<file path="config.mk">
export PLATFORM = sky130hd
export DESIGN_NAME = ptc_core
export DESIGN_NICKNAME = d
export VERILOG_FILES = /design/src/hdl/ptc_pkg.sv /design/src/hdl/ptc_core.sv
export SDC_FILE = /design/constraint.sdc
export NUM_CORES = 1
export LEC_CHECK = 0
export ABC_AREA = 0
export BUFFER_PORTS_ARGS = -buffer_cell sky130_fd_sc_hd__buf_4
export CAP_MARGIN = 20
export CORE_ASPECT_RATIO = 1.25
export CORE_MARGIN = 5
export CORE_UTILIZATION = 55
export CTS_CLUSTER_DIAMETER = 30
export DETAILED_ROUTE_END_ITERATION = 7
export PLACE_DENSITY = 0.77
export RECOVER_POWER = 50
export SYNTH_ARGS = -nofsm -noshare
export SYNTH_HDL_FRONTEND = slang
export SYNTH_SLANG_ARGS = --single-unit
</file>
<file path="constraint.sdc">
create_clock -name clk -period 2.8 [get_ports clk]
set_clock_uncertainty 0.05 [all_clocks]
set_input_delay 0.28 -clock clk [delete_from_list [all_inputs] [get_ports clk]]
set_output_delay 0.28 -clock clk [all_outputs]
set_load 0.01 [all_outputs]
</file>
<file path="src/hdl/ptc_pkg.sv">
/*
  Constants shared by the periodic timer core: register byte offsets,
  field positions, reset values, mode and clock-select codes.
  Assumes a 32-bit APB with byte addresses and registers in the low lane.
*/
package ptc_pkg;
  localparam int CNT_W  = 10;
  localparam int REG_W  = 8;
  localparam int APB_AW = 8;
  localparam int APB_DW = 32;
  localparam int IRQ_W  = 3;

  localparam logic [APB_AW-1:0] OFF_CTRL0   = 8'h00;
  localparam logic [APB_AW-1:0] OFF_CTRL1   = 8'h04;
  localparam logic [APB_AW-1:0] OFF_CNT_L   = 8'h08;
  localparam logic [APB_AW-1:0] OFF_CNT_H   = 8'h0C;
  localparam logic [APB_AW-1:0] OFF_CMPA_L  = 8'h10;
  localparam logic [APB_AW-1:0] OFF_CMPA_H  = 8'h14;
  localparam logic [APB_AW-1:0] OFF_CMPP_L  = 8'h18;
  localparam logic [APB_AW-1:0] OFF_CMPP_H  = 8'h1C;
  localparam logic [APB_AW-1:0] OFF_IRQ_STS = 8'h20;
  localparam logic [APB_AW-1:0] OFF_IRQ_CLR = 8'h24;
  localparam logic [APB_AW-1:0] OFF_IRQ_EN  = 8'h28;

  localparam logic [REG_W-1:0] CTRL0_MASK = 8'hF8;
  localparam logic [REG_W-1:0] REG_RST    = 8'h00;
  localparam logic [CNT_W-1:0] CNT_RST    = 10'h000;
  localparam logic [CNT_W-1:0] CNT_MAX    = 10'h3FF;
  localparam logic [CNT_W-1:0] CNT_ONE    = 10'h001;
  localparam logic [IRQ_W-1:0] IRQ_RST    = 3'h0;

  localparam int C0_PAUSE  = 7;
  localparam int C0_CK_HI  = 6;
  localparam int C0_CK_LO  = 4;
  localparam int C0_RUN    = 3;
  localparam int C1_MD_HI  = 7;
  localparam int C1_MD_LO  = 6;
  localparam int C1_IO_HI  = 5;
  localparam int C1_IO_LO  = 4;
  localparam int C1_OC     = 3;
  localparam int C1_POL    = 2;
  localparam int C1_CCLR   = 0;
  localparam int HI_MSB    = 1;

  localparam int IRQ_OVF = 0;
  localparam int IRQ_MA  = 1;
  localparam int IRQ_MP  = 2;

  localparam logic [1:0] MODE_CMP = 2'h0;
  localparam logic [1:0] MODE_CAP = 2'h1;
  localparam logic [1:0] MODE_PWM = 2'h2;
  localparam logic [1:0] MODE_TMR = 2'h3;

  localparam logic [1:0] IO_NONE = 2'h0;
  localparam logic [1:0] IO_LOW  = 2'h1;
  localparam logic [1:0] IO_HIGH = 2'h2;
  localparam logic [1:0] IO_TOG  = 2'h3;

  localparam logic [2:0] CK_SYS4 = 3'h0;
  localparam logic [2:0] CK_SYS  = 3'h1;
  localparam logic [2:0] CK_FH16 = 3'h2;
  localparam logic [2:0] CK_FH64 = 3'h3;
  localparam logic [2:0] CK_TBC  = 3'h4;
  localparam logic [2:0] CK_FH   = 3'h5;
  localparam logic [2:0] CK_PINR = 3'h6;
  localparam logic [2:0] CK_PINF = 3'h7;

  localparam logic [1:0] DIV4_LAST = 2'h3;
  localparam logic [1:0] DIV4_ONE  = 2'h1;
  localparam logic [5:0] FH_ONE    = 6'h01;
  localparam logic [5:0] FH16_MASK = 6'h0F;
  localparam logic [5:0] FH64_MASK = 6'h3F;
endpackage

</file>
<file path="src/hdl/ptc_core.sv">
/*
  Periodic timer core: 10-bit up-counter with selectable count clock,
  comparators A and P, run/pause control, compare output pin, sticky
  interrupt flags and an APB register slave.
  Assumes clk is the system clock; the fast clock, timebase clock and
  external count pin are asynchronous and are only sampled here.
*/
// Functional notes
// - The count is 10 bits and rises by one on each active edge of the chosen count clock.
// - Comparators A and P compare the full count against their 10-bit values on every count.
// - Software cannot write the count; a 0-to-1 change of run clears it to zero.
// - Overflow or a match on the selected clearing comparator clears the count.
// - A clearing overflow or match also raises an interrupt flag.
// - The count reads as a low byte (bits 7..0) and a high byte (bits 9..8 in bits 1..0).
// - Unimplemented bits read as zero and ignore writes, except ctrl1 bit 1, which has no function but stores and reads back.
// - Compare value A sits in a read/write low and high register pair.
// - Compare value P sits in a read/write low and high register pair.
// - While pause is set the count holds and later resumes from the held value.
// - The 3-bit clock field picks one of eight count clocks.
// - Run starts counting; clearing it stops the count, which keeps its value.
// - In compare output mode a run rise returns the pin to its initial level.
// - The 2-bit mode field picks compare, capture, PWM or timer; timer mode disables the pin.
module ptc_core (
  // Clock and reset
  input  wire logic                        clk,
  input  wire logic                        arst_n,
  // APB slave
  input  wire logic                        psel,
  input  wire logic                        penable,
  input  wire logic                        pwrite,
  input  wire logic [ptc_pkg::APB_AW-1:0]  paddr,
  input  wire logic [ptc_pkg::APB_DW-1:0]  pwdata,
  output logic      [ptc_pkg::APB_DW-1:0]  prdata,
  output logic                             pready,
  output logic                             pslverr,
  // Asynchronous clock sources
  input  wire logic                        fast_internal_clock,
  input  wire logic                        timebase_clock,
  input  wire logic                        external_count_pin,
  // Timer output pin
  output logic                             timer_io_pin_o,
  output logic                             timer_io_pin_oe,
  // Interrupt
  output logic                             irq
);
  logic [ptc_pkg::REG_W-1:0]  ctrl0_ff;
  logic [ptc_pkg::REG_W-1:0]  ctrl1_ff;
  logic [ptc_pkg::CNT_W-1:0]  cmpa_ff;
  logic [ptc_pkg::CNT_W-1:0]  cmpp_ff;
  logic [ptc_pkg::CNT_W-1:0]  cnt_ff;
  logic [ptc_pkg::IRQ_W-1:0]  sts_ff;
  logic [ptc_pkg::IRQ_W-1:0]  en_ff;
  logic [ptc_pkg::APB_DW-1:0] prdata_ff;
  logic                       run_d_ff;
  logic                       out_ff;
  logic [2:0]                 sync1_ff;
  logic [2:0]                 sync2_ff;
  logic [2:0]                 sync3_ff;
  logic [1:0]                 div4_ff;
  logic [5:0]                 fhdiv_ff;
  logic [ptc_pkg::APB_DW-1:0] nxt_prdata;
  logic [ptc_pkg::IRQ_W-1:0]  nxt_sts;
  logic [ptc_pkg::IRQ_W-1:0]  evt;
  logic [ptc_pkg::IRQ_W-1:0]  clr_mask;
  logic [ptc_pkg::REG_W-1:0]  wbyte;
  logic                       mapped;
  logic                       wr_en;
  logic                       rd_setup;
  logic                       run;
  logic                       pause;
  logic [2:0]                 ck_sel;
  logic [1:0]                 mode;
  logic [1:0]                 io_sel;
  logic                       run_rise;
  logic                       tick;
  logic                       cnt_en;
  logic                       match_a;
  logic                       match_p;
  logic                       ovf;
  logic                       clr_by_a;
  logic                       clear_hit;
  logic                       fh_rise;
  logic                       tbc_rise;
  logic                       pin_rise;
  logic                       pin_fall;

  assign run    = ctrl0_ff[ptc_pkg::C0_RUN];
  assign pause  = ctrl0_ff[ptc_pkg::C0_PAUSE];
  assign ck_sel = ctrl0_ff[ptc_pkg::C0_CK_HI:ptc_pkg::C0_CK_LO];
  assign mode   = ctrl1_ff[ptc_pkg::C1_MD_HI:ptc_pkg::C1_MD_LO];
  assign io_sel = ctrl1_ff[ptc_pkg::C1_IO_HI:ptc_pkg::C1_IO_LO];
  assign wbyte  = pwdata[ptc_pkg::REG_W-1:0];

  // APB decode: zero wait states, error on unmapped addresses
  always_comb begin
    unique case (paddr)
      ptc_pkg::OFF_CTRL0, ptc_pkg::OFF_CTRL1, ptc_pkg::OFF_CNT_L,
      ptc_pkg::OFF_CNT_H, ptc_pkg::OFF_CMPA_L, ptc_pkg::OFF_CMPA_H,
      ptc_pkg::OFF_CMPP_L, ptc_pkg::OFF_CMPP_H, ptc_pkg::OFF_IRQ_STS,
      ptc_pkg::OFF_IRQ_CLR, ptc_pkg::OFF_IRQ_EN: mapped = 1'b1;
      default: mapped = 1'b0;
    endcase
  end

  assign pready   = 1'b1;
  assign pslverr  = psel & penable & ~mapped;
  assign wr_en    = psel & penable & pwrite & mapped;
  assign rd_setup = psel & ~penable & ~pwrite;
  assign prdata   = prdata_ff;

  // Read data is latched in the setup cycle so it comes from a flop
  always_comb begin
    nxt_prdata = '0;
    unique case (paddr)
      ptc_pkg::OFF_CTRL0:   nxt_prdata[ptc_pkg::REG_W-1:0] = ctrl0_ff;
      ptc_pkg::OFF_CTRL1:   nxt_prdata[ptc_pkg::REG_W-1:0] = ctrl1_ff;
      ptc_pkg::OFF_CNT_L:   nxt_prdata[ptc_pkg::REG_W-1:0] = cnt_ff[ptc_pkg::REG_W-1:0];
      ptc_pkg::OFF_CNT_H:   nxt_prdata[ptc_pkg::HI_MSB:0] = cnt_ff[ptc_pkg::CNT_W-1:ptc_pkg::REG_W];
      ptc_pkg::OFF_CMPA_L:  nxt_prdata[ptc_pkg::REG_W-1:0] = cmpa_ff[ptc_pkg::REG_W-1:0];
      ptc_pkg::OFF_CMPA_H:  nxt_prdata[ptc_pkg::HI_MSB:0] = cmpa_ff[ptc_pkg::CNT_W-1:ptc_pkg::REG_W];
      ptc_pkg::OFF_CMPP_L:  nxt_prdata[ptc_pkg::REG_W-1:0] = cmpp_ff[ptc_pkg::REG_W-1:0];
      ptc_pkg::OFF_CMPP_H:  nxt_prdata[ptc_pkg::HI_MSB:0] = cmpp_ff[ptc_pkg::CNT_W-1:ptc_pkg::REG_W];
      ptc_pkg::OFF_IRQ_STS: nxt_prdata[ptc_pkg::IRQ_W-1:0] = sts_ff;
      ptc_pkg::OFF_IRQ_EN:  nxt_prdata[ptc_pkg::IRQ_W-1:0] = en_ff;
      default:              nxt_prdata = '0;
    endcase
  end

  always_ff @(posedge clk or negedge arst_n) begin
    if (!arst_n) begin
      prdata_ff <= '0;
    end else if (rd_setup) begin
      prdata_ff <= nxt_prdata;
    end
  end

  // Control and compare registers; count has no write path
  always_ff @(posedge clk or negedge arst_n) begin
    if (!arst_n) begin
      ctrl0_ff <= ptc_pkg::REG_RST;
      ctrl1_ff <= ptc_pkg::REG_RST;
      cmpa_ff  <= ptc_pkg::CNT_RST;
      cmpp_ff  <= ptc_pkg::CNT_RST;
      en_ff    <= ptc_pkg::IRQ_RST;
    end else if (wr_en) begin
      unique case (paddr)
        ptc_pkg::OFF_CTRL0:  ctrl0_ff <= wbyte & ptc_pkg::CTRL0_MASK;
        ptc_pkg::OFF_CTRL1:  ctrl1_ff <= wbyte;
        ptc_pkg::OFF_CMPA_L: cmpa_ff[ptc_pkg::REG_W-1:0] <= wbyte;
        ptc_pkg::OFF_CMPA_H: cmpa_ff[ptc_pkg::CNT_W-1:ptc_pkg::REG_W] <= wbyte[ptc_pkg::HI_MSB:0];
        ptc_pkg::OFF_CMPP_L: cmpp_ff[ptc_pkg::REG_W-1:0] <= wbyte;
        ptc_pkg::OFF_CMPP_H: cmpp_ff[ptc_pkg::CNT_W-1:ptc_pkg::REG_W] <= wbyte[ptc_pkg::HI_MSB:0];
        ptc_pkg::OFF_IRQ_EN: en_ff <= wbyte[ptc_pkg::IRQ_W-1:0];
        default: ;
      endcase
    end
  end

  // Two-flop synchronisers, third stage only for edge detection
  always_ff @(posedge clk or negedge arst_n) begin
    if (!arst_n) begin
      sync1_ff <= '0;
      sync2_ff <= '0;
      sync3_ff <= '0;
    end else begin
      sync1_ff <= {external_count_pin, timebase_clock, fast_internal_clock};
      sync2_ff <= sync1_ff;
      sync3_ff <= sync2_ff;
    end
  end

  assign fh_rise  = sync2_ff[0] & ~sync3_ff[0];
  assign tbc_rise = sync2_ff[1] & ~sync3_ff[1];
  assign pin_rise = sync2_ff[2] & ~sync3_ff[2];
  assign pin_fall = ~sync2_ff[2] & sync3_ff[2];

  // Prescalers run free so a clock change never waits for a restart
  always_ff @(posedge clk or negedge arst_n) begin
    if (!arst_n) begin
      div4_ff  <= '0;
      fhdiv_ff <= '0;
    end else begin
      div4_ff <= div4_ff + ptc_pkg::DIV4_ONE;
      if (fh_rise) begin
        fhdiv_ff <= fhdiv_ff + ptc_pkg::FH_ONE;
      end
    end
  end

  // Sampled clocks must stay well below half of clk to be seen
  always_comb begin
    unique case (ck_sel)
      ptc_pkg::CK_SYS4: tick = (div4_ff == ptc_pkg::DIV4_LAST);
      ptc_pkg::CK_SYS:  tick = 1'b1;
      ptc_pkg::CK_FH16: tick = fh_rise & ((fhdiv_ff & ptc_pkg::FH16_MASK) == ptc_pkg::FH16_MASK);
      ptc_pkg::CK_FH64: tick = fh_rise & (fhdiv_ff == ptc_pkg::FH64_MASK);
      ptc_pkg::CK_TBC:  tick = tbc_rise;
      ptc_pkg::CK_FH:   tick = fh_rise;
      ptc_pkg::CK_PINR: tick = pin_rise;
      ptc_pkg::CK_PINF: tick = pin_fall;
    endcase
  end

  always_ff @(posedge clk or negedge arst_n) begin
    if (!arst_n) begin
      run_d_ff <= 1'b0;
    end else begin
      run_d_ff <= run;
    end
  end

  assign run_rise = run & ~run_d_ff;
  assign cnt_en   = run & ~pause & tick & ~run_rise;
  assign match_a  = cnt_en & (cnt_ff == cmpa_ff);
  assign match_p  = cnt_en & (cnt_ff == cmpp_ff);
  assign ovf      = cnt_en & (cnt_ff == ptc_pkg::CNT_MAX);
  // Capture and PWM periods always come from comparator P
  assign clr_by_a  = ctrl1_ff[ptc_pkg::C1_CCLR] & ((mode == ptc_pkg::MODE_CMP) | (mode == ptc_pkg::MODE_TMR));
  assign clear_hit = ovf | (clr_by_a ? match_a : match_p);

  always_ff @(posedge clk or negedge arst_n) begin
    if (!arst_n) begin
      cnt_ff <= ptc_pkg::CNT_RST;
    end else if (run_rise) begin
      cnt_ff <= ptc_pkg::CNT_RST;
    end else if (cnt_en) begin
      if (clear_hit) begin
        cnt_ff <= ptc_pkg::CNT_RST;
      end else begin
        cnt_ff <= cnt_ff + ptc_pkg::CNT_ONE;
      end
    end
  end

  // Compare output; level before polarity
  always_ff @(posedge clk or negedge arst_n) begin
    if (!arst_n) begin
      out_ff <= 1'b0;
    end else if (mode == ptc_pkg::MODE_CMP) begin
      if (run_rise) begin
        out_ff <= ctrl1_ff[ptc_pkg::C1_OC];
      end else if (match_a) begin
        unique case (io_sel)
          ptc_pkg::IO_NONE: out_ff <= out_ff;
          ptc_pkg::IO_LOW:  out_ff <= 1'b0;
          ptc_pkg::IO_HIGH: out_ff <= 1'b1;
          ptc_pkg::IO_TOG:  out_ff <= ~out_ff;
        endcase
      end
    end
  end

  assign timer_io_pin_o  = out_ff ^ ctrl1_ff[ptc_pkg::C1_POL];
  assign timer_io_pin_oe = (mode != ptc_pkg::MODE_TMR);

  // Sticky flags; a new event wins over a clear in the same cycle
  assign evt      = {match_p, match_a, ovf};
  assign clr_mask = (wr_en && paddr == ptc_pkg::OFF_IRQ_CLR) ? wbyte[ptc_pkg::IRQ_W-1:0] : ptc_pkg::IRQ_RST;
  assign nxt_sts  = (sts_ff & ~clr_mask) | evt;

  always_ff @(posedge clk or negedge arst_n) begin
    if (!arst_n) begin
      sts_ff <= ptc_pkg::IRQ_RST;
    end else begin
      sts_ff <= nxt_sts;
    end
  end

  assign irq = |(sts_ff & en_ff);
endmodule

</file>
Yosys cells after proc, flatten, opt, wreduce, memory -nomap -nowiden
Cells that the tools add are included.
{"block": "totals", "regBits": 76, "elab_cells": 117, "output_inout_bits": 37, "in_bits": 48}
{"block": "classes", "mux": 13, "addsub": 3, "bitwise": 38, "n_eq_ne": 29, "n_reduce_logical": 17}
{"op": "equality test 8 x 5 -> 1 bit, second input constant", "n": 4}
{"op": "2-to-1 mux 10 bit", "n": 3}
{"op": "one-hot mux 5 bit (5 select lines)", "n": 1}
{"op": "equality test 8 x 6 -> 1 bit, second input constant", "n": 3}
{"op": "AND 1 bit", "n": 20}
{"op": "equality test 10 bit", "n": 2}
{"op": "one-hot mux 2 bit (9 select lines)", "n": 1}
{"op": "equality test 8 x 4 -> 1 bit, second input constant", "n": 2}
{"op": "AND reduction 2 bit", "n": 7}
{"op": "equality test 3 bit, second input constant", "n": 4}
{"op": "inverter 1 bit", "n": 11}
{"op": "OR reduction 11 bit", "n": 1}
{"op": "adder 10 x 1 -> 10 bit, second input constant", "n": 1}
{"op": "equality test 10 bit, second input constant", "n": 1}
{"op": "equality test 2 bit, second input constant", "n": 4}
{"op": "equality test 8 x 3 -> 1 bit, second input constant", "n": 1}
{"op": "logical NOT 8 bit", "n": 1}
{"op": "one-hot mux 1 bit (8 select lines)", "n": 1}
{"op": "adder 6 x 1 -> 6 bit, second input constant", "n": 1}
{"op": "AND 3 bit", "n": 2}
{"op": "equality test 3 x 2 -> 1 bit, second input constant", "n": 2}
{"op": "equality test 6 bit, second input constant", "n": 1}
{"op": "one-hot mux 1 bit (6 select lines)", "n": 1}
{"op": "equality test 4 bit, second input constant", "n": 1}
{"op": "17 further kinds", "n": 24}

Depth between registers and ports, before layout
Gate-level depths: netlist of the first run.
{"block": "logic_depth", "ltp_word": 12, "ltp_mapped": 7, "ltp_nobuf": 6}

Least setup slack after synthesis of the first run
Ideal clock, no wire load.
{"block": "synth_timing", "path_type": "reg-to-reg", "from": "register cnt_ff[3] (netlist bit)", "to": "register cnt_ff[1] (netlist bit)", "setup_ps": 136, "path_buffers": 1, "path_slack_ps": 833, "t_arrival_ps": 1781, "stages_incl_launch_ff": 7, "synth_period_minus_slack_ps": 1967, "t_required_ps": 2614, "cell_sequence": "dfrtp_1 > clkbuf_1 > xnor2_1 > nand4_1 > or4_1 > a31oi_4 > nor3_1"}
{"block": "synth_between", "elab_chain_len": 7, "word_cells_on_any_way": 11, "classes_between": "eq/ne: 3; mux: 4; bitwise: 4"}
{"element": "start: declaration", "line_no": "ptc_core.sv:50", "rtl": "logic [ptc_pkg::CNT_W-1:0] cnt_ff;"}
{"element": "start signal: assignment", "line_no": "ptc_core.sv:223", "rtl": "cnt_ff <= ptc_pkg::CNT_RST;"}
{"element": "start signal: assignment", "line_no": "ptc_core.sv:225", "rtl": "cnt_ff <= ptc_pkg::CNT_RST;"}
{"element": "start signal: assignment", "line_no": "ptc_core.sv:228", "rtl": "cnt_ff <= ptc_pkg::CNT_RST;"}
{"element": "equality test 10 bit (on tied branches)", "line_no": "ptc_core.sv:215, ptc_core.sv:214"}
{"element": "AND 1 bit (on tied branches)", "line_no": "ptc_core.sv:215, ptc_core.sv:214"}
{"element": "2-to-1 mux 1 bit", "line_no": "ptc_core.sv:219", "rtl": "assign clear_hit = ovf | (clr_by_a ? match_a : match_p);"}
{"element": "bitwise OR 1 bit (*)", "line_no": "ptc_core.sv:219"}
{"element": "2-to-1 mux 10 bit (*)", "line_no": "ptc_core.sv:227", "rtl": "if (clear_hit) begin"}
{"element": "2-to-1 mux 10 bit (*)", "line_no": "ptc_core.sv:226", "rtl": "end else if (cnt_en) begin"}
{"element": "2-to-1 mux 10 bit (*)", "line_no": "ptc_core.sv:224", "rtl": "end else if (run_rise) begin"}
Mark *: on every way between the ends. The rest lies on a longest branch, timed or not. The select of a mux whose other input is x is not followed.
A chain may end at the register's enable or synchronous reset.

Worst setup path after layout of the first run
{"block": "layout_timing", "from": "register fhdiv_ff[0]", "to": "register cnt_ff[1] (netlist bit)"}
{"block": "layout_between", "elab_chain_len": 11, "word_cells_on_any_way": 16, "classes_between": "eq/ne: 2; mux: 5; bitwise: 8; reduce/logical: 1"}
{"element": "start: declaration", "line_no": "ptc_core.sv:60", "rtl": "logic [5:0] fhdiv_ff;"}
{"element": "start signal: assignment", "line_no": "ptc_core.sv:185", "rtl": "fhdiv_ff <= fhdiv_ff + ptc_pkg::FH_ONE;"}
{"element": "equality test 6 bit / equality test 4 bit (equally long branches)", "line_no": "ptc_core.sv:196, ptc_core.sv:195"}
{"element": "AND 1 bit (on tied branches)", "line_no": "ptc_core.sv:196, ptc_core.sv:195"}
{"element": "one-hot mux 1 bit (8 select lines) (*)", "line_no": "ptc_core.sv:192", "rtl": "unique case (ck_sel)"}
{"element": "AND 1 bit (*) (2 in a row)", "line_no": "ptc_core.sv:213", "rtl": "assign cnt_en = run & ~pause & tick & ~run_rise;"}
{"element": "AND 1 bit (on tied branches)", "line_no": "ptc_core.sv:215, ptc_core.sv:214"}
{"element": "2-to-1 mux 1 bit", "line_no": "ptc_core.sv:219"}
{"element": "bitwise OR 1 bit", "line_no": "ptc_core.sv:219"}
{"element": "2-to-1 mux 10 bit", "line_no": "ptc_core.sv:227"}
{"element": "2-to-1 mux 10 bit", "line_no": "ptc_core.sv:226"}
{"element": "2-to-1 mux 10 bit", "line_no": "ptc_core.sv:224"}
Marks and branches as above.

==> flow_summary.ini, run 1 <==
[grt]
grtUsageTotal = 0.210
grt_max_degree = 77
number_of_antenna_violations_at_the_first_check_in_global_routing = 0
overflow = 0
first_global_vias = 3004
wire_length_of_the_first_global_routing_pass_mm = 15.2

[placed_design]
dpl_wire_length_mm = 6.90
buffer_ports.inserted = 35
place.gp.congestion = 0.978

[logic_synthesis]
synth.cell_area_um2 = 4120
yosysSeqAreaShare = 0.461
syn_area_per_cell_um2 = 11.3
ys_warn_count = 0
syn-instance-count = 364
synth_edf_count = 0
fraction_of_registers_with_async_set_or_reset_after_synthesis = 1.00
synthesized_flop_and_latch_total = 76
synth_top_flop_cell = sky130_fd_sc_hd__dfrtp_1
yosysUniqueCellTypes = 60

[timing]
rsz0062_at_grt = no
slew_violations = 77
worst_slew_pin_slew_ns = 1.81
achievable-frequency_ghz = 0.452
report.final.setup_viol = 0
finalCriticalPeriod_ns = 2.21
totalNegativeSetupSlack_ns = 0
slew_headroom = -0.206
final-hold-violation-count = 0
finalCritPeriodShare = 0.790

[critical_path]
crit_path_end = cnt_ff[1]$_DFFE_PN0P_
critical_path_peak_fanout = 9
r2r_end = cnt_ff[1]$_DFFE_PN0P_
worstSetupStartpoint = fhdiv_ff[0]$_DFFE_PN0N_
worst_path_max_delay_cell = sky130_fd_sc_hd__o41ai_4
regToRegSetupSlack_ns = 0.59
worst_path_largest_cell_delay_ns = 0.55
critical_path.reg2reg.startpoint = fhdiv_ff[0]$_DFFE_PN0N_
ff2ff_path_depth = 6
critical_path.cell_chain = ha_1 -> nand2_1 -> o41ai_4 -> o211ai_1 -> a31oi_4 -> nor3_1
setup.worst_path.class = reg2reg
required_ns = 2.97
critPathCaptureType = register
worst_endpoint_data_arrival_time_ns = 2.38
setup_crit_start_kind = register

[floorplan]
rows = 35
core-area_um2 = 7360
ios = 85
die_width_um = 87.4
die_area_um2 = 9340
initial_utilization = 0.560
die_height_um = 107

[power_and_ir_drop]
total_power_uw = 2400
vdd.ir_drop.worst_v = 0.000306
internal_power_uw = 1800
pwr-share-seq = 0.507
leakage_component_of_the_power_uw = 0.00220
sw_frac_of_total = 0.249
clockPowerShare = 0.395
power_switching_uw = 600
cellPowerDensity_nw_per_um2 = 517
combinational_power_share = 0.098

[cells_and_area]
post-route-util = 0.632
syn_to_final_growth_pct = 12.7
insertedDiodeCount = 0
final_nets = 455
post_route_cells_drive_above_1_share = 0.285

[run]
drv_cap = 1

[detailed_routing]
initialDrtViolationCount = 282
wirelength_mm = 9.27
route.detailed.wl_per_inst_um = 18.6
viasPerCell = 5.99
post-route-drc-count = 0
detailedRoute.firstPassIterationCount = 5
ant_nets = 0
via_count = 2989

[clock_network]
tritoncts_clock_tree = built
htreeDepth = 3
post_cts_buffers = 0
cts_max_path_buffers = 2
clk_root_buffer_cell = sky130_fd_sc_hd__clkbuf_8
clk_pin_slew_ns = 0.08
total_clock_buffers_created_by_cts = 9
clock_sinks = 76
clkLatencyLatePin_ns = 0.35

[outcome]
result_of_the_run = finished with violations
violations = capacitance limit, slew limit

[min_path]
hold_class = in2reg
==> state kept, by name, indices dropped and copies added, names as in the netlist <==
register and count:
prdata 8, sync2_ff 3, fhdiv_ff 6, ctrl0_ff 5
div4_ff 2, sync3_ff 3, cnt_ff 10, out_ff 1
sts_ff 3, cmpa_ff 10, en_ff 3, sync1_ff 3
cmpp_ff 10, ctrl1_ff 8, run_d_ff 1
==> Yosys cell counts (3+ instances only) <==
library cell / number / area share
sky130_fd_sc_hd__a211oi_2: 4 / 0.012
sky130_fd_sc_hd__a21oi_1: 3 / 0.0036
sky130_fd_sc_hd__a222oi_1: 8 / 0.019
sky130_fd_sc_hd__a22o_1: 3 / 0.0064
sky130_fd_sc_hd__a22oi_1: 5 / 0.0091
sky130_fd_sc_hd__a31oi_1: 6 / 0.0091
sky130_fd_sc_hd__and2_1: 7 / 0.011
sky130_fd_sc_hd__and3_1: 5 / 0.0076
sky130_fd_sc_hd__buf_2: 7 / 0.0085
sky130_fd_sc_hd__buf_4: 27 / 0.049
sky130_fd_sc_hd__clkbuf_1: 8 / 0.0073
sky130_fd_sc_hd__dfrtp_1: 76 / 0.46
sky130_fd_sc_hd__ha_1: 5 / 0.015
sky130_fd_sc_hd__inv_1: 9 / 0.0082
sky130_fd_sc_hd__mux2_2: 38 / 0.10
sky130_fd_sc_hd__nand2_1: 18 / 0.016
sky130_fd_sc_hd__nand3_1: 9 / 0.011
sky130_fd_sc_hd__nand4_1: 6 / 0.0091
sky130_fd_sc_hd__nor2_1: 15 / 0.014
sky130_fd_sc_hd__nor3_1: 8 / 0.0097
sky130_fd_sc_hd__nor4_1: 3 / 0.0046
sky130_fd_sc_hd__o211ai_1: 5 / 0.0091
sky130_fd_sc_hd__o21ai_0: 10 / 0.012
sky130_fd_sc_hd__or3_1: 4 / 0.0061
sky130_fd_sc_hd__xnor2_1: 12 / 0.025
sky130_fd_sc_hd__xor2_1: 18 / 0.038
==> final cells by class <==
| cell class | count | area (um2) |
|---|---|---|
| tap | 92 | 115 |
| fill | 585 | 2710 |
| clock buffer | 10 | 138 |
| multi-input combinational | 259 | 2010 |
| sequential | 76 | 1900 |
| inverter | 9 | 33.8 |
| clock inverter | 6 | 95.1 |
| timing repair buffer | 47 | 358 |
==> power by group through the flow <==
| stage | Clock (uW) | Combinational, uW | Sequential, uW |
|---|---|---|---|
| 3_3_place_gp | 0 | 222 | 1240 |
| 4_1_cts | 969 | 241 | 1220 |
| 6_report | 949 | 235 | 1220 |
| 3_5_place_dp | 0 | 236 | 1240 |
| 2_1_floorplan | 0 | 139 | 1240 |
| 5_1_grt | 1020 | 268 | 1230 |
==> per-stage QoR <==
stage	cells	setup slack (ns)	instance area (um2)	hold slack, ns
final	499	0.588	4650	0.136
after global routing	499	0.443	4650	0.130
after CTS	499	0.573	4650	0.0435
after detailed placement	480	0.474	4390	0.285
after global placement	480	0.469	4390	0.283
after floorplan	387	0.833	4210	-0.0656
==> per-layer routing <==
layer	wire [um]	GRT usage
met2	4780	0.343
met1	3660	0.262
met3	534	0.0430
met4	301	0.104
met5	0	0
==> cells in the final DEF (no fill, tap or decap), drive strengths merged, types with 9 or more instances in the layout <==
master and count:
xor2 18, clkbuf 14, nand3 9, o21ai 11, nand2 20, conb 25
nor2 15, mux2 38, xnor2 12, inv 10, buf 40, dfrtp 76
==> critical path, delay by kind of cell, from the launching register on <==
family	cells	cell delay [ns]
AOI/OAI and AO/OA	3	1.19
adders and majority gates	1	0.20
DFF	1	0.40
and+or+nand+nor	2	0.23
==> kinds of logic after synthesis <==
| kind of cell | after synthesis | share of synthesized area |
|---|---|---|
| buffers and inverters | 52 | 0.0740 |
| adders and majority gates | 5 | 0.0152 |
| other | 2 | 0.00182 |
| muxes | 41 | 0.117 |
| and+or+nand+nor | 97 | 0.137 |
| xor gates and xnor gates | 30 | 0.0637 |
| AOI/OAI and AO/OA | 61 | 0.130 |
| DFF | 76 | 0.461 |
==> worst min-delay path by stage <==
stage                          start                      end  depth (start not counted)
2_1_floorplan                 arst_n   cmpa_ff[0]$_DFFE_PN0P_                          0
3_3_place_gp   sync1_ff[0]$_DFF_PN0_    sync2_ff[0]$_DFF_PN0_                          0
3_5_place_dp   sync1_ff[1]$_DFF_PN0_    sync2_ff[1]$_DFF_PN0_                          0
4_1_cts                       arst_n  fhdiv_ff[2]$_DFFE_PN0N_                          1
5_1_grt                    pwdata[6]   cmpa_ff[6]$_DFFE_PN0P_                          2
6_report                   pwdata[3]  ctrl0_ff[3]$_DFFE_PN0P_                          2
==> what timing repair did <==
action / CTS / global route
resized for setup: 0 / 0
hold buffers: 3 / 0
hold endpoints to repair: 3 / 0
Note: power is estimated with default switching activity, not from simulation.
==> run 2: changes to the inputs <==
Settings changed: ABC_AREA 0 to 1, CORE_UTILIZATION 55 to 50, PLACE_DENSITY 0.77 to 0.73.
Clock period 2.8 ns to 1.9 ns, I/O delays scaled along.
==> run 2 against run 1 <==
Against the previous run: critical endpoint unchanged; synthesized cell count grew 52%; cell area grew 9.4%; worst hold slack lost 0.12 ns; critical path type unchanged; die area grew 15%; the flow now finishes without violations.
==> flow_summary.ini, run 2 <==
[outcome]
result_of_the_run = complete, no violations

[grt]
overflow = 0
number_of_antenna_violations_at_the_first_check_in_global_routing = 0
wire_length_of_the_first_global_routing_pass_mm = 17.5
gr-max-usage-layer = met2
met3_usage = 0.0467
grtUsageTotal = 0.211
globalRouteMet1Util = 0.252
grt.met2_usage = 0.357
first_global_vias = 3739
grt_max_degree = 49

[detailed_routing]
ant_nets = 0
detailedRoute.firstPassIterationCount = 5
initialDrtViolationCount = 264
wirelength_mm = 10.5
post-route-drc-count = 0
via_count = 3772
route.detailed.wl_per_inst_um = 14.2
viasPerCell = 5.08

[placed_design]
dpl_worst_slack_ns = 0.0334
place.gp.congestion = 0.876
dpl_wire_length_mm = 7.94
buffer_ports.inserted = 35

[cells_and_area]
biggest_regs = cmpa_ff (10), cmpp_ff (10), cnt_ff (10)
layout_common_cells = 146 x sky130_fd_sc_hd__nand2_1, 75 x sky130_fd_sc_hd__dfrtp_1, 65 x sky130_fd_sc_hd__inv_1, 59 x sky130_fd_sc_hd__nor2_1, 56 x sky130_fd_sc_hd__buf_4
final_nets = 670
syn_to_final_growth_pct = 16.5
post-route-util = 0.591
layout.cells.most_common = sky130_fd_sc_hd__nand2_1
post_route_cells_drive_above_1_share = 0.185
insertedDiodeCount = 0

[critical_path]
critical_path_peak_fanout = 8
critPathCaptureType = register
required_ns = 2.10
setup.worst_path.class = reg2reg
setup_crit_start_kind = register
worst_endpoint_data_arrival_time_ns = 1.94

[logic_synthesis]
synth_edf_count = 0
synth.cell_area_um2 = 4360
synth_top_flop_cell = sky130_fd_sc_hd__dfrtp_1
post_synth_main_area_contributors = sky130_fd_sc_hd__dfrtp_1 44%, sky130_fd_sc_hd__nand2_1 13%, sky130_fd_sc_hd__inv_1 5.6%, sky130_fd_sc_hd__nor2_1 5.3%, sky130_fd_sc_hd__buf_4 4.3%
synth_most_common_cell = sky130_fd_sc_hd__nand2_1
ys_warn_count = 0
yosys-top-cells-count = 146 x sky130_fd_sc_hd__nand2_1, 76 x sky130_fd_sc_hd__dfrtp_1, 65 x sky130_fd_sc_hd__inv_1, 62 x sky130_fd_sc_hd__nor2_1, 35 x sky130_fd_sc_hd__o21ai_0
synthDominantAreaCellType = sky130_fd_sc_hd__dfrtp_1
synthDominantCellAreaShare = 0.436
syn_area_per_cell_um2 = 7.89
yosysSeqAreaShare = 0.436
yosysUniqueCellTypes = 40
synthesized_flop_and_latch_total = 76
syn-instance-count = 553
fraction_of_registers_with_async_set_or_reset_after_synthesis = 1.00

[timing]
worst_slew_pin_slew_ns = 1.20
layout_setup_ws_ns = 0.166
report.final.setup_viol = 0
finalCritPeriodShare = 0.913
rsz0062_at_grt = no
totalNegativeSetupSlack_ns = 0
slew_violations = 0
achievable-frequency_ghz = 0.577
final-hold-violation-count = 0
slew_headroom = 0.203
finalCriticalPeriod_ns = 1.73

[power_and_ir_drop]
total_power_uw = 3770
leakage_component_of_the_power_uw = 0.00266
sw_frac_of_total = 0.295
combinational_power_share = 0.170
cellPowerDensity_nw_per_um2 = 741
power_switching_uw = 1110
internal_power_uw = 2660
clockPowerShare = 0.344
pwr-share-seq = 0.486
vdd.ir_drop.worst_v = 0.000760

[floorplan]
rows = 38
die_height_um = 114
ios = 85
die_area_um2 = 10700
initial_utilization = 0.507
die_width_um = 93.6
core-area_um2 = 8610

[clock_network]
clk_root_buffer_cell = sky130_fd_sc_hd__clkbuf_8
total_clock_buffers_created_by_cts = 9
htreeDepth = 3
clk_pin_slew_ns = 0.08
cts_max_path_buffers = 2
clkLatencyLatePin_ns = 0.37
clock_sinks = 76
tritoncts_clock_tree = built

[run]
drv_cap = 0

[min_path]
hold_class = in2reg
-- run 2: cell count changes in the layout (fill, tap and decap cells not counted), moves of 6 or more --
cell | previous run | this run
sky130_fd_sc_hd__nand2_1 | 18 | 146
sky130_fd_sc_hd__inv_1 | 9 | 65
sky130_fd_sc_hd__nor2_1 | 15 | 59
sky130_fd_sc_hd__mux2_2 | 38 | 0
sky130_fd_sc_hd__o21ai_0 | 10 | 35
sky130_fd_sc_hd__o22ai_1 | 0 | 18
sky130_fd_sc_hd__buf_4 | 40 | 56
sky130_fd_sc_hd__nand4_1 | 6 | 18
sky130_fd_sc_hd__a222oi_1 | 8 | 0
sky130_fd_sc_hd__xnor2_1 | 12 | 4
sky130_fd_sc_hd__and2_1 | 7 | 0
sky130_fd_sc_hd__xor2_1 | 18 | 12
-- run 2: path summary, 6_finish.rpt --
| kind | startpoint | to | slack, ns | depth (start not counted) |
|---|---|---|---|---|
| max | cnt_ff[1]$_DFFE_PN0P_ | cnt_ff[1]$_DFFE_PN0P_ | 0.17 | 9 |
| max in group asynchronous | arst_n | cnt_ff[6]$_DFFE_PN0P_ | 0.48 | 3 |
| min | pwdata[6] | cmpa_ff[6]$_DFFE_PN0P_ | 0.01 | 3 |
| min reg2reg | sync1_ff[0]$_DFF_PN0_ | sync2_ff[0]$_DFF_PN0_ | 0.30 | 0 |
| max reg2reg | cnt_ff[1]$_DFFE_PN0P_ | cnt_ff[1]$_DFFE_PN0P_ | 0.17 | 9 |
| min in group asynchronous | arst_n | prdata[0]$_DFFE_PN0P_ | 0.54 | 2 |
-- run 2: through the flow --
step,hold WS (ns),instance area [um2],std cells
after global placement,0.192,4810,721
after global routing,0.00447,5080,742
after detailed placement,0.193,4810,721
final,0.0112,5080,742
after CTS,0.00102,5060,741
after floorplan,-0.156,4450,576
-- run 2: kinds of logic (layout without fill, tap and decap cells) --
family          after synthesis  in the layout  share of synthesized area
fa+ha+maj                     5              5                     0.0143
flops                        76             76                      0.436
xor+xnor                     16             16                     0.0321
other cells                   2             25                    0.00172
compound gates               79             79                      0.108
simple gates                269            269                      0.289
buf+inv                     106            152                      0.120
-- run 2: worst max-delay path: stages (launching register included) --
cell,delay (ns)
sky130_fd_sc_hd__dfrtp_1,0.36
sky130_fd_sc_hd__ha_1,0.18
sky130_fd_sc_hd__nand3_1,0.11
sky130_fd_sc_hd__nor2_1,0.16
sky130_fd_sc_hd__nand4_1,0.17
sky130_fd_sc_hd__nor3_2,0.14
sky130_fd_sc_hd__nand3_1,0.11
sky130_fd_sc_hd__buf_4,0.19
sky130_fd_sc_hd__nand4_1,0.10
sky130_fd_sc_hd__nand2_1,0.06
-- run 2: final cells by class --
class                      instances  area (um2)
timing repair buffer              65         508
clock inverter                     6        70.1
tap                              120         150
sequential                        76        1900
inverter                          71         267
fill                             784        3520
multi-input combinational        394        2050
clock buffer                      10         138
-- run 2: power groups by stage --
| stage | Combinational (uW) | Sequential [uW] | Clock, uW |
|---|---|---|---|
| detailed placement | 628 | 1860 | 0 |
| global placement | 610 | 1860 | 0 |
| global route | 718 | 1850 | 1400 |
| finish | 639 | 1830 | 1300 |
| CTS | 641 | 1830 | 1320 |
| floorplan | 403 | 1840 | 0 |
-- run 2: timing repair --
action,4_1_cts,5_1_grt
hold buffers,4,0
resized for setup,1,6
endpoints found under the setup margin,1,13
hold endpoints to repair,50,0
pin swaps,0,1
setup buffers,0,1
-- run 2: per-layer routing --
layer | part of all wire | wire (um) | up-vias
li1 | - | - | 1850
met1 | 0.41 | 4340 | 1767
met2 | 0.50 | 5240 | 118
met3 | 0.047 | 490 | 37
met4 | 0.041 | 436 | 0
met5 | 0 | 0 | -
==> run 3: changes to the inputs <==
Settings changed: CELL_PAD_IN_SITES_DETAIL_PLACEMENT from default to 1, CELL_PAD_IN_SITES_GLOBAL_PLACEMENT from default to 1, CORE_UTILIZATION 50 to 37, PLACE_DENSITY 0.73 to 0.74.
==> run 3 against run 2 <==
Against the previous run: sequential cell count did not move; combinational power grew 2%; sequential power is essentially flat; sequential share of layout area shrank 1.6 points; first-iteration DRC count decreased by 30%; register-to-register slack lost 0.06 ns; via count is 3.6% higher; wire length up 26%.
==> flow_summary.ini, run 3 (same netlist as run 2, synthesis figures left out) <==
[timing]
finalCritPeriodShare = 0.945
totalNegativeSetupSlack_ns = 0
slew_violations = 0
achievable-frequency_ghz = 0.557
layout_setup_ws_ns = 0.105
final-hold-violation-count = 0
finalCriticalPeriod_ns = 1.79
report.final.setup_viol = 0
rsz0062_at_grt = yes

[grt]
wire_length_of_the_first_global_routing_pass_mm = 21.2
number_of_antenna_violations_at_the_first_check_in_global_routing = 0
overflow = 0
grt_max_degree = 47
grtUsageTotal = 0.190
first_global_vias = 4215

[outcome]
result_of_the_run = complete, no violations

[detailed_routing]
route.detailed.wl_per_inst_um = 16.8
post-route-drc-count = 0
ant_nets = 0
initialDrtViolationCount = 185
via_count = 3906
detailedRoute.firstPassIterationCount = 4
viasPerCell = 4.96
wirelength_mm = 13.2

[cells_and_area]
layout_common_cells = 143 x sky130_fd_sc_hd__nand2_1, 73 x sky130_fd_sc_hd__dfrtp_1, 64 x sky130_fd_sc_hd__inv_1, 58 x sky130_fd_sc_hd__nor2_1, 58 x sky130_fd_sc_hd__buf_4
syn_to_final_growth_pct = 21.8
final_nets = 674
insertedDiodeCount = 0
layout.cells.most_common = sky130_fd_sc_hd__nand2_1
biggest_regs = cmpa_ff (10), cmpp_ff (10), cnt_ff (10)
post_route_cells_drive_above_1_share = 0.201
final.fill_count = 1413
finish.cell_count_without_fillers = 787

[critical_path]
worst_endpoint_data_arrival_time_ns = 1.97
worstSetupStartpoint = sync2_ff[0]$_DFF_PN0_
ff2ff_path_depth = 11
critical_path.reg2reg.startpoint = sync2_ff[0]$_DFF_PN0_
required_ns = 2.07
regToRegSetupSlack_ns = 0.11
setup_crit_start_kind = register
setup.worst_path.class = reg2reg
critPathCaptureType = register
crit_path_end = out_ff$_DFFE_PN0P_
r2r_end = out_ff$_DFFE_PN0P_
critical_path_peak_fanout = 6

[floorplan]
die_height_um = 131
die_width_um = 107
die_area_um2 = 14100
rows = 44
initial_utilization = 0.376
core-area_um2 = 11600
ios = 85

[min_path]
timing.hold.worst.start = pwdata[3]
hold_class = in2reg

[placed_design]
buffer_ports.inserted = 35
dpl.cell_count = 760
place.gp.congestion = 0.883
dpl_wire_length_mm = 9.91
dpl_worst_slack_ns = -0.209

[power_and_ir_drop]
cellPowerDensity_nw_per_um2 = 822
vdd.ir_drop.worst_v = 0.000443
leakage_component_of_the_power_uw = 0.00272

[clock_network]
htreeDepth = 3
clkLatencyLatePin_ns = 0.34
clock_sinks = 76
tritoncts_clock_tree = built
clk_root_buffer_cell = sky130_fd_sc_hd__clkbuf_16
cts_max_path_buffers = 2
total_clock_buffers_created_by_cts = 9
clk_pin_slew_ns = 0.06

[run]
drv_cap = 0
-- run 3: worst min-delay path by stage --
stage | endpoint | slack [ns] | depth (start not counted)
4_1_cts | ctrl1_ff[3]$_DFFE_PN0P_ | 0.05 | 3
3_5_place_dp | fhdiv_ff[2]$_DFFE_PN0N_ | 0.12 | 1
3_3_place_gp | fhdiv_ff[2]$_DFFE_PN0N_ | 0.11 | 1
6_report | cmpp_ff[3]$_DFFE_PN0P_ | 0.05 | 3
5_1_grt | cmpa_ff[7]$_DFFE_PN0P_ | 0.06 | 3
2_1_floorplan | cmpa_ff[0]$_DFFE_PN0P_ | -0.16 | 0
-- run 3: stage by stage --
| step | hold slack [ns] | utilization | total power [uW] | instance area, um2 |
|---|---|---|---|---|
| after CTS | 0.0486 | 0.450 | 4380 | 5220 |
| after global placement | 0.112 | 0.417 | 2470 | 4840 |
| after global routing | 0.0576 | 0.457 | 4570 | 5310 |
| after detailed placement | 0.117 | 0.417 | 2510 | 4840 |
| final | 0.0519 | 0.457 | 4370 | 5310 |
| after floorplan | -0.156 | - | 2240 | 4450 |
-- run 3: layout make-up --
type / count / area [um2] / share of cell area
Timing Repair Buffer: 68 / 541 / 0.102
Sequential cell: 76 / 1910 / 0.359
Multi-Input combinational cell: 395 / 2070 / 0.390
Clock inverter: 7 / 100 / 0.0188
Inverter: 71 / 267 / 0.0502
Clock buffer: 9 / 225 / 0.0424
Tap cell: 161 / 201 / 0.0379
-- run 3: per-layer routing --
| metal | vias to the layer above | track usage | wire length (um) |
|---|---|---|---|
| li1 | 1859 | - | - |
| met1 | 1969 | 0.212 | 5180 |
| met2 | 60 | 0.357 | 7370 |
| met3 | 18 | 0.0329 | 385 |
| met4 | 0 | 0.0640 | 275 |
| met5 | - | 0 | 0 |
-- run 3: worst max-delay path: stages, from the launching register on --
cell,delay (ns)
sky130_fd_sc_hd__dfrtp_1,0.38
sky130_fd_sc_hd__inv_1,0.06
sky130_fd_sc_hd__nor2_2,0.13
sky130_fd_sc_hd__nand3b_1,0.12
sky130_fd_sc_hd__nor2_1,0.13
sky130_fd_sc_hd__nor2_1,0.08
sky130_fd_sc_hd__nor2_4,0.22
sky130_fd_sc_hd__buf_6,0.17
sky130_fd_sc_hd__a21o_1,0.15
sky130_fd_sc_hd__nand3_1,0.07
sky130_fd_sc_hd__nand2_1,0.06
sky130_fd_sc_hd__nand2_1,0.06
-- run 3: repair_timing --
item	CTS	global route
buffers inserted	0	6
hold endpoints to repair	33	0
hold buffers	4	0
pin swaps	0	5
gates resized for setup	4	14
gates cloned	0	1
endpoints found under the setup margin	13	13
-- run 3: power by group --
part / internal (uW) / switching (uW) / total (uW)
registers: 1740 / 112 / 1850
clock network: 1160 / 706 / 1860
logic: 274 / 378 / 652
total: 3170 / 1200 / 4370
